File: src/common/port_pad_params.svh
`ifndef PORT_PAD_PARAMS_SVH
`define PORT_PAD_PARAMS_SVH

// Byte addresses of the two registers on the APB window.
`define PULLUP_OFFSET 12'h000
`define DRIVE_OFFSET 12'h004

// Values after reset.
`define PULLUP_RESET 8'h00
`define DRIVE_RESET 8'h00

// Pin mask for the port E pullup enable: pins 3, 2 and 0.
`define PORT_E_PULL_MASK 8'h0D

// Bit positions in the drive strength register.
`define DRIVE_BIT_A_B 0
`define DRIVE_BIT_C 1
`define DRIVE_BIT_D 2
`define DRIVE_BIT_E 3
`define DRIVE_BIT_F 4
`define DRIVE_BIT_G 5
`define DRIVE_BIT_H 6
`define DRIVE_BIT_J 7

`endif

File: src/common/port_pad_pkg.sv
package port_pad_pkg;

	// Port index in the pullup enable register and in the pin arrays.
	typedef enum logic [2:0] {
		port_a = 3'h0,
		port_b = 3'h1,
		port_c = 3'h2,
		port_d = 3'h3,
		port_e = 3'h4,
		port_f = 3'h5,
		port_g = 3'h6,
		port_h = 3'h7
	} port_index_type;

	// One register value.
	typedef logic [7:0] reg_byte_type;

	// One control bit per pin for ports A to H.
	typedef logic [7:0][7:0] pin_matrix_type;

endpackage

File: src/hdl/port_pad_pullup_drive_control.sv
// Decided for this implementation: the APB interface to the registers and the address map.
`timescale 1ns/1ps
`include "port_pad_params.svh"

//Contract
//- Both registers vanish from the map while the chip is in peripheral mode.
//- Pullup register is read and written any time it is mapped.
//- A set pullup enable acts only on pins currently configured as inputs.
//- Ports A B C D F G H each have one pullup bit.
//- Port E pullup bit acts only on input pins 3, 2 and 0.
//- Pullups of port C or D stay off while it carries the data bus.
//- Pullups of port A or B stay off while it carries the address bus.
//- Drive register readable whenever mapped; writes ignored in special modes.
//- Ports C D E F G H J each have one reduced drive bit.
//- One shared drive bit sets reduced drive for ports A and B.
//- Reduced drive applies whatever function the output pin performs.
module port_pad_pullup_drive_control
	import port_pad_pkg::*;
(
	input wire logic pclk, // APB clock, 50 MHz.
	input wire logic presetn, // Asynchronous reset, active low.
	input wire logic psel, // APB select.
	input wire logic penable, // APB access phase.
	input wire logic pwrite, // APB direction, high for write.
	input wire logic [11:0] paddr, // APB byte address.
	input wire logic [31:0] pwdata, // APB write data.
	output logic [31:0] prdata, // APB read data.
	output logic pready, // APB ready.
	output logic pslverr, // APB error for unmapped access.
	input wire logic peripheral_mode, // Chip is in peripheral mode.
	input wire logic special_mode, // Chip is in a special mode.
	input wire logic [7:0][7:0] pin_is_output, // Direction per pin, A..H.
	input wire logic address_bus_a, // Port A carries the address bus.
	input wire logic address_bus_b, // Port B carries the address bus.
	input wire logic data_bus_c, // Port C carries the data bus.
	input wire logic data_bus_d, // Port D carries the data bus.
	output logic [7:0][7:0] pullup_pin, // Pullup on per pin, A..H.
	output logic [8:0] low_drive_port // Reduced drive, A B C D E F G H J.
);

	// Software registers, held in the low byte of their bus words.
	reg_byte_type port_pullup_enables;
	reg_byte_type port_drive_strength;
	// Decode held from the setup cycle to the completing access edge.
	logic hit_pullup;
	logic hit_drive;
	// Phase qualifiers of the current transfer.
	logic access_done;
	logic setup_phase;
	// Pin side: external bus use per port and the per-pin pullup mask.
	logic [7:0] bus_use;
	logic [7:0][7:0] pull_mask;
	// Address decode of the request in its setup cycle.
	logic setup_pullup;
	logic setup_drive;

	// The setup cycle is where address and peripheral mode are judged; the
	// access edge adds only the special mode lock, so a peripheral mode change
	// between the two cannot split one transfer into half a write.
	assign setup_phase = psel && !penable;
	assign access_done = psel && penable && pready;

	// Address decode in the setup phase; peripheral mode hides both.
	// Any other address, and both addresses in peripheral mode, fall
	// through to an error answer with zero read data.
	// peripheral mode unmaps
	assign setup_pullup = !peripheral_mode && paddr == `PULLUP_OFFSET;
	assign setup_drive = !peripheral_mode && paddr == `DRIVE_OFFSET;

	// No wait state: the answer is prepared at the setup edge.
	// Registering the answer keeps every bus output on a flip-flop at no
	// cost in cycles; no transfer ever needs more than one access cycle.
	always_ff @(posedge pclk or negedge presetn) begin
		if (!presetn) begin
			pready <= 1'b0;
		end else begin
			pready <= setup_phase;
		end
	end

	// Decode is latched so the write uses the same answer that was given.
	// A peripheral mode change during the access cycle therefore cannot
	// turn an error answer into a silent write, or the reverse.
	always_ff @(posedge pclk or negedge presetn) begin
		if (!presetn) begin
			hit_pullup <= 1'b0;
			hit_drive <= 1'b0;
		end else if (setup_phase) begin
			hit_pullup <= setup_pullup;
			hit_drive <= setup_drive;
		end
	end

	// Read data and error; an unmapped address reads zero.
	// Outside the access cycle both lines return to zero, so a stale
	// value can never be taken for the answer to the next transfer.
	// unmapped access errors
	always_ff @(posedge pclk or negedge presetn) begin
		if (!presetn) begin
			prdata <= 32'h0000_0000;
			pslverr <= 1'b0;
		end else if (setup_phase) begin
			pslverr <= !(setup_pullup || setup_drive);
			if (!pwrite && setup_pullup) begin
				prdata <= {24'h00_0000, port_pullup_enables};
			end else if (!pwrite && setup_drive) begin
				prdata <= {24'h00_0000, port_drive_strength};
			end else begin
				prdata <= 32'h0000_0000;
			end
		end else begin
			prdata <= 32'h0000_0000;
			pslverr <= 1'b0;
		end
	end

	// Pullup enables take writes with no special mode restriction.
	// Only the low byte of the bus word is kept; the upper bits of the
	// write are dropped and read back as zero.
	// unrestricted pullup write
	always_ff @(posedge pclk or negedge presetn) begin
		if (!presetn) begin
			port_pullup_enables <= `PULLUP_RESET;
		end else if (access_done && pwrite && hit_pullup) begin
			port_pullup_enables <= pwdata[7:0];
		end
	end

	// Drive selects lock in special modes; the write is dropped silently
	// so that test software sees no bus error.
	// Reads stay possible in every mode that maps the register.
	// special mode blocks
	always_ff @(posedge pclk or negedge presetn) begin
		if (!presetn) begin
			port_drive_strength <= `DRIVE_RESET;
		end else if (access_done && pwrite && hit_drive && !special_mode) begin
			port_drive_strength <= pwdata[7:0];
		end
	end

	// Ports whose pins carry the external buses ignore their enable.
	// Ports E to H never carry a bus here, so their bits are tied off.
	// data bus override
	assign bus_use = {4'h0, data_bus_d, data_bus_c, address_bus_b,
		address_bus_a};

	// One pullup control per port, gated by direction and bus use.
	// The enable is registered with the pin direction, so a pullup
	// follows a direction change one edge later; the pad sees no glitch
	// because every pin control comes straight from a flip-flop.
	genvar p;
	generate
		for (p = 0; p < 8; p++) begin : g_port
			// Port E only has pullups behind pins 3, 2 and 0.
			// port E pins
			assign pull_mask[p] = (p == 4) ? `PORT_E_PULL_MASK : 8'hFF;
			always_ff @(posedge pclk or negedge presetn) begin
				if (!presetn) begin
					pullup_pin[p] <= 8'h00;
				end else if (port_pullup_enables[p] && !bus_use[p]) begin
					pullup_pin[p] <= ~pin_is_output[p] & pull_mask[p];
				end else begin
					pullup_pin[p] <= 8'h00;
				end
			end
		end
	endgenerate

	// Drive selects do not look at direction or pin function at all.
	// The shared select for ports A and B is fanned out to both outputs
	// so that the pad ring sees one control line per port.
	// per port drive
	always_ff @(posedge pclk or negedge presetn) begin
		if (!presetn) begin
			low_drive_port <= 9'h000;
		end else begin
			low_drive_port <= {
				port_drive_strength[`DRIVE_BIT_J],
				port_drive_strength[`DRIVE_BIT_H],
				port_drive_strength[`DRIVE_BIT_G],
				port_drive_strength[`DRIVE_BIT_F],
				port_drive_strength[`DRIVE_BIT_E],
				port_drive_strength[`DRIVE_BIT_D],
				port_drive_strength[`DRIVE_BIT_C],
				port_drive_strength[`DRIVE_BIT_A_B],
				port_drive_strength[`DRIVE_BIT_A_B]};
		end
	end

	// Per port: outputs never pulled, enable and direction followed,
	// and a cleared enable leaves the whole port without pullups.
	genvar q;
	generate
		for (q = 0; q < 8; q++) begin : g_check

		end
	endgenerate

	// Each single-port drive select lands on its own output one edge
	// later; ports C to H are checked here, port J above.
	genvar b;
	generate
		for (b = 1; b < 7; b++) begin : g_drive_check

		end
	endgenerate
endmodule

File: config.mk
export PLATFORM = sky130hd
export DESIGN_NAME = port_pad_pullup_drive_control
export DESIGN_NICKNAME = d
export VERILOG_FILES = /design/src/common/port_pad_pkg.sv /design/src/hdl/port_pad_pullup_drive_control.sv
export VERILOG_INCLUDE_DIRS = /design/src /design/src/common
export SDC_FILE = /design/constraint.sdc
export NUM_CORES = 1
export LEC_CHECK = 0
export ABC_AREA = 1
export BUFFER_PORTS_ARGS = -buffer_cell sky130_fd_sc_hd__buf_2
export CAP_MARGIN = 5
export CORE_MARGIN = 4
export CORE_UTILIZATION = 38
export DETAILED_ROUTE_END_ITERATION = 8
export PLACE_DENSITY = 0.77
export REMOVE_ABC_BUFFERS = 1
export SYNTH_ARGS = -nofsm -noshare
export SYNTH_HDL_FRONTEND = slang
export SYNTH_SLANG_ARGS = --single-unit
File: constraint.sdc
create_clock -name pclk -period 1.2 [get_ports pclk]
set_clock_uncertainty 0.15 [all_clocks]
set_input_delay 0 -clock pclk [delete_from_list [all_inputs] [get_ports pclk]]
set_output_delay 0 -clock pclk [all_outputs]
set_load 0.02 [all_outputs]
== Word level (Yosys, flattened, before mapping) ==
Cells that the tools add are included.
Operators by class
  bitwise operators: 8
  equal/unequal tests: 1
  mux-type cells: 12
  reductions and logical operators: 26
Operator list (number)
  32-bit 2-to-1 mux: 2
  8-bit 2-to-1 mux: 8
  8-bit NOT: 7
  1-bit logical AND: 15
  12-bit by 3-bit equality test with 1-bit output, second input constant: 1
  12-bit zero test: 1
  1-bit zero test: 9
  4-bit 2-to-1 mux: 1
  4-bit NOT: 1
  1-bit logical OR: 1
  1-bit 2-to-1 mux: 1
Storage, ports and cells
  register bits: 121
  logic and storage cells: 63

== Longest topological paths before layout ==
  depth in word-level cells: 6
  depth in mapped cells: 7

== Worst setup path before layout ==
No wires, ideal clock.
  kind: register -> register
  from: register pready
  to: register port_pullup_enables[5]
  stages on the path, launching flop included: 7
  path buffers: 1
  data arrival time: 1.083 ns
  library setup time: 0.126 ns
  path slack: -0.159 ns
  cell sequence: dfrtp_1 > nand3_1 > nor2_1 > nand2_1 > buf_6 > nand2_1 > o21ai_0
Between the ends
  cells in the longest elaborated chain, start to end: 3
Ends and longest elaborated chain
  from (decl): line port_pad_pullup_drive_control.sv:28  | output logic pready,
  from (signal assigned): line port_pad_pullup_drive_control.sv:77  | pready <= setup_phase;
  1-bit logical AND: line port_pad_pullup_drive_control.sv:61  | assign access_done = psel && penable && pready;
  1-bit logical AND (2 in a row): line port_pad_pullup_drive_control.sv:124  | end else if (access_done && pwrite && hit_pullup) begin
  to (signal assigned): line port_pad_pullup_drive_control.sv:123  | port_pullup_enables <= `PULLUP_RESET;
  to (signal assigned): line port_pad_pullup_drive_control.sv:125  | port_pullup_enables <= pwdata[7:0];
  to (decl): line port_pad_pullup_drive_control.sv:42  | reg_byte_type port_pullup_enables;
No other way between the ends.
A chain may end at the register's enable or synchronous reset.

== Final worst setup path ==
  from: register pready
  to: register port_pullup_enables[7]
The elaborated chain is that of the path after synthesis.

==> summary.txt <==
Synthesis
  – Main combinational cell family by area after synthesis: simple AND/OR/NAND/NOR gates
  – XOR/XNOR share of the synthesized area: 0
  – Largest cells by area after synthesis: dfrtp_1, nor2_1, buf_4, inv_1, nand2_1
  – Count of flip-flops with a built-in enable after synthesis: 0
  – Share of synthesized flip-flops with an asynchronous set or reset: 1.00
  – Post-synthesis share of cell area spent on full adders, half adders and majority gates: 0
  – Most common cell in the netlist: nor2_1
  – Sequential-to-total area share from yosys stat: 0.694
  – Combined area of all synthesized cells: 3430 sq um
  – Synth top area share: 0.694
  – Mux contribution to synthesized area: 0
  – Post-synthesis instance total: 317
  – Number of synthesis warnings: 0
  – Complex-gate fraction of the synthesized area: 0.0234
  – Flip-flop and latch count after synthesis: 95
  – Netlist cell types: 19
  – Average cell area after synthesis: 10.8 sq um
  – Most common library cells after synthesis: nor2_1, dfrtp_1, buf_4
  – Predominant post-synthesis flop cell: dfrtp_1
  – Dominant cell type by area after synthesis: dfrtp_1
  – Basic-gate share of the synthesized area counting and, or, nand and nor cells: 0.169

Worst setup path
  – Critical path type: reg2reg
  – Ordered cell list for the critical path: nand3_2 -> nor2_4 -> nand2_1 -> buf_4 -> nand2_1 -> o21ai_0
  – Critical path capture point type: flop
  – Maximum fanout along the worst path: 6
  – Most numerous cell on the critical path: nand2_1
  – Flop-to-flop setup slack: -0.04 ns
  – Data required, critical path: 1.28 ns
  – Largest stage delay on the critical path: 0.38 ns
  – CP max stage cell: dfrtp_1
  – Reg-to-Reg End: port_pullup_enables[7]
  – Depth of the most critical reg-to-reg path: 6
  – Arrival time reported for the critical path endpoint: 1.32 ns
  – Sort of element at the start of the critical path: flop
  – Startpoint of the lowest-slack register-to-register path: pready

Global routing
  – Met1 Use GR: 0.161
  – Antenna violations before repair: 0
  – Residual overflow from global routing: 0
  – Met3 Usage GRT: 0.0264
  – Total routing usage reported by global routing: 0.157
  – Most Used Layer, Global Route: met2
  – Global-route wire length before repair: 12700 um
  – Vias in the first global route: 2887
  – Global-route met2 utilization: 0.293
  – Largest net degree at the start of global routing: 96

Placed design
  – Port bufs: 167
  – Detailed Place HPWL: 5680 um
  – GPL Wtd Cong: 0.715
  – Pre-CTS setup slack: -0.181 ns

Die
  – Horizontal die dimension: 103 um
  – Placeable core region: 8760 sq um
  – Initial cell density of the core: 0.391
  – Die area: 10600 sq um
  – Total I/O pin count: 226
  – Chip Height: 103 um
  – Num rows: 34

Pwr
  – Pwr Total: 5.90 mW
  – Leakage power of the design: 3.02 nW
  – Clock power share: 0.365
  – Sequential fraction of design power: 0.542
  – Power density normalized to cell area: 1120 nW/um^2
  – Combinational group share of total power: 0.093
  – Sw power: 1.27 mW
  – Cell Int Power: 4.63 mW
  – Peak ir drop on the vdd network: 563 uV
  – Sw Ratio: 0.215

Layout
  – Area growth from synthesis to layout: 54.4%
  – Share of cells above drive strength 1: 0.351
  – Number of nets at the end of the flow: 686
  – Antenna diode count: 0

Drt
  – Via count: 2857
  – Detail-routed via count per cell: 4.21
  – DR WL/cell: 12.8 um
  – Remaining DRCs: 0
  – Length of the first detailed-routing pass in iterations: 4
  – Number of design-rule violations left by the first detailed-router iteration: 105
  – Final ANT Viol Nets: 0
  – Total Wirelength: 8700 um

Worst hold path
  – Type of the tightest min-delay check: in2reg
  – Min-Delay Path Depth: 3
  – Hold Crit Endpoint: hit_drive
  – Hold wc startpoint: paddr[2]

Clock tree
  – Insertion delay of the later-clocked pin in the worst-skew pair: 0.34 ns
  – Buffer levels on the longest clock path: 2
  – Clock tree root driver cell: clkbuf_8
  – Clk pin slew, worst setup/hold paths: 0.08 ns
  – Post-CTS Setup Repair Bufs: 0
  – Max H-tree Level: 3
  – TritonCTS clock tree: built
  – Clock sink total: 95
  – Number of CTS-inserted buffers: 9

Job
  – Number of maximum-capacitance violations: 0

STA
  – Setup violators final: 16
  – Setup repair after global routing missed its margin: yes
  – Worst hold slack: -0.0188 ns
  – Achievable clock frequency: 807 MHz
  – Post-route clock period utilization: 1.03
  – Worst path setup slack after routing: -0.0387 ns
  – Final hold violation count: 1
  – Pins Over Slew Limit: 0
  – Shortest period the worst path allows: 1.24 ns

Run status
  – Status: finished with violations
  – Violated checks: negative hold slack, negative setup slack
==> power by group through the flow <==
stage | Sequential, mW | Clock, mW | Combinational (mW)
after floorplan | 3.27 | 0 | 0.112
after global placement | 3.27 | 0 | 0.339
after detailed placement | 3.27 | 0 | 0.346
after CTS | 3.20 | 2.24 | 0.541
after global routing | 3.20 | 2.32 | 0.599
final | 3.20 | 2.16 | 0.546
==> layout by cell type (no fill, tap or decap), drive strengths merged <==
| master | count |
|---|---|
| conb | 29 |
| clkbuf | 10 |
| dfrtp | 95 |
| nand3 | 3 |
| clkinvlp | 1 |
| nor2 | 100 |
| nand2 | 25 |
| nor4 | 1 |
| dlymetal6s4s | 1 |
| buf | 172 |
| nand3b | 1 |
| inv | 29 |
| o21ai | 16 |
| nand4 | 2 |
| dlygate4sd3 | 75 |
| clkinv | 4 |
| or2 | 4 |
| bufinv | 2 |
==> logic make-up after synthesis <==
family          after synthesis
buf+inv                      69
simple gates                136
compound gates               16
flops                        95
other cells                   1
==> worst max-delay path: cells and delay by family (launching register included) <==
family,cells,cell delay (ns)
simple gates,4,0.38
compound gates,1,0.07
flops,1,0.38
buf+inv,1,0.16
==> registers in the layout, summed over array words and instances, names as in the netlist <==
name                 count
pready                   1
port_pullup_enables      8
pslverr                  1
prdata                   8
hit_drive                1
low_drive_port           8
hit_pullup               1
pullup_pin              59
port_drive_strength      8
==> layer usage <==
layer	up-vias	share of wire
li1	1383	-
met1	1312	0.36
met2	133	0.53
met3	29	0.078
met4	0	0.036
met5	-	0
==> final cells by class <==
| type | count | area, sq um |
|---|---|---|
| flip-flops and latches | 95 | 2380 |
| multi-input cells | 181 | 797 |
| clock inverters | 4 | 72.6 |
| well taps | 108 | 135 |
| fillers | 712 | 3470 |
| inverters | 32 | 123 |
| repair buffers | 248 | 1660 |
| clock buffers | 10 | 128 |
==> timing repair <==
| item | 4_1_cts | 5_1_grt |
|---|---|---|
| endpoints found under the hold margin | 175 | 0 |
| pin swaps | 0 | 4 |
| endpoints found under the setup margin | 15 | 25 |
| hold buffers | 76 | 0 |
| resized for setup | 4 | 11 |
==> per-stage QoR <==
step / hold WS (ns) / cells / cell area, sq um / TNS, ns / util
final: -0.0188 / 678 / 5290 / -0.368 / 0.604
after global placement: -0.0734 / 590 / 4300 / -0.612 / 0.491
after detailed placement: -0.0618 / 590 / 4300 / -1.07 / 0.491
after global routing: 0.00760 / 678 / 5290 / -1.89 / 0.604
after floorplan: -0.446 / 308 / 3270 / -2.04 / -
after CTS: -0.0145 / 680 / 5280 / -0.318 / 0.602
==> worst max-delay path by stage <==
stage,startpoint,endpoint,slack [ns],depth (start not counted)
floorplan,pready,port_pullup_enables[0],-0.14,5
global placement,pready,port_drive_strength[3],-0.09,5
detailed placement,pready,port_drive_strength[6],-0.18,4
CTS,pready,port_pullup_enables[3],-0.05,6
global route,pready,port_drive_strength[2],-0.14,5
finish,pready,port_pullup_enables[7],-0.04,6
(Power assumes the default switching activity.)
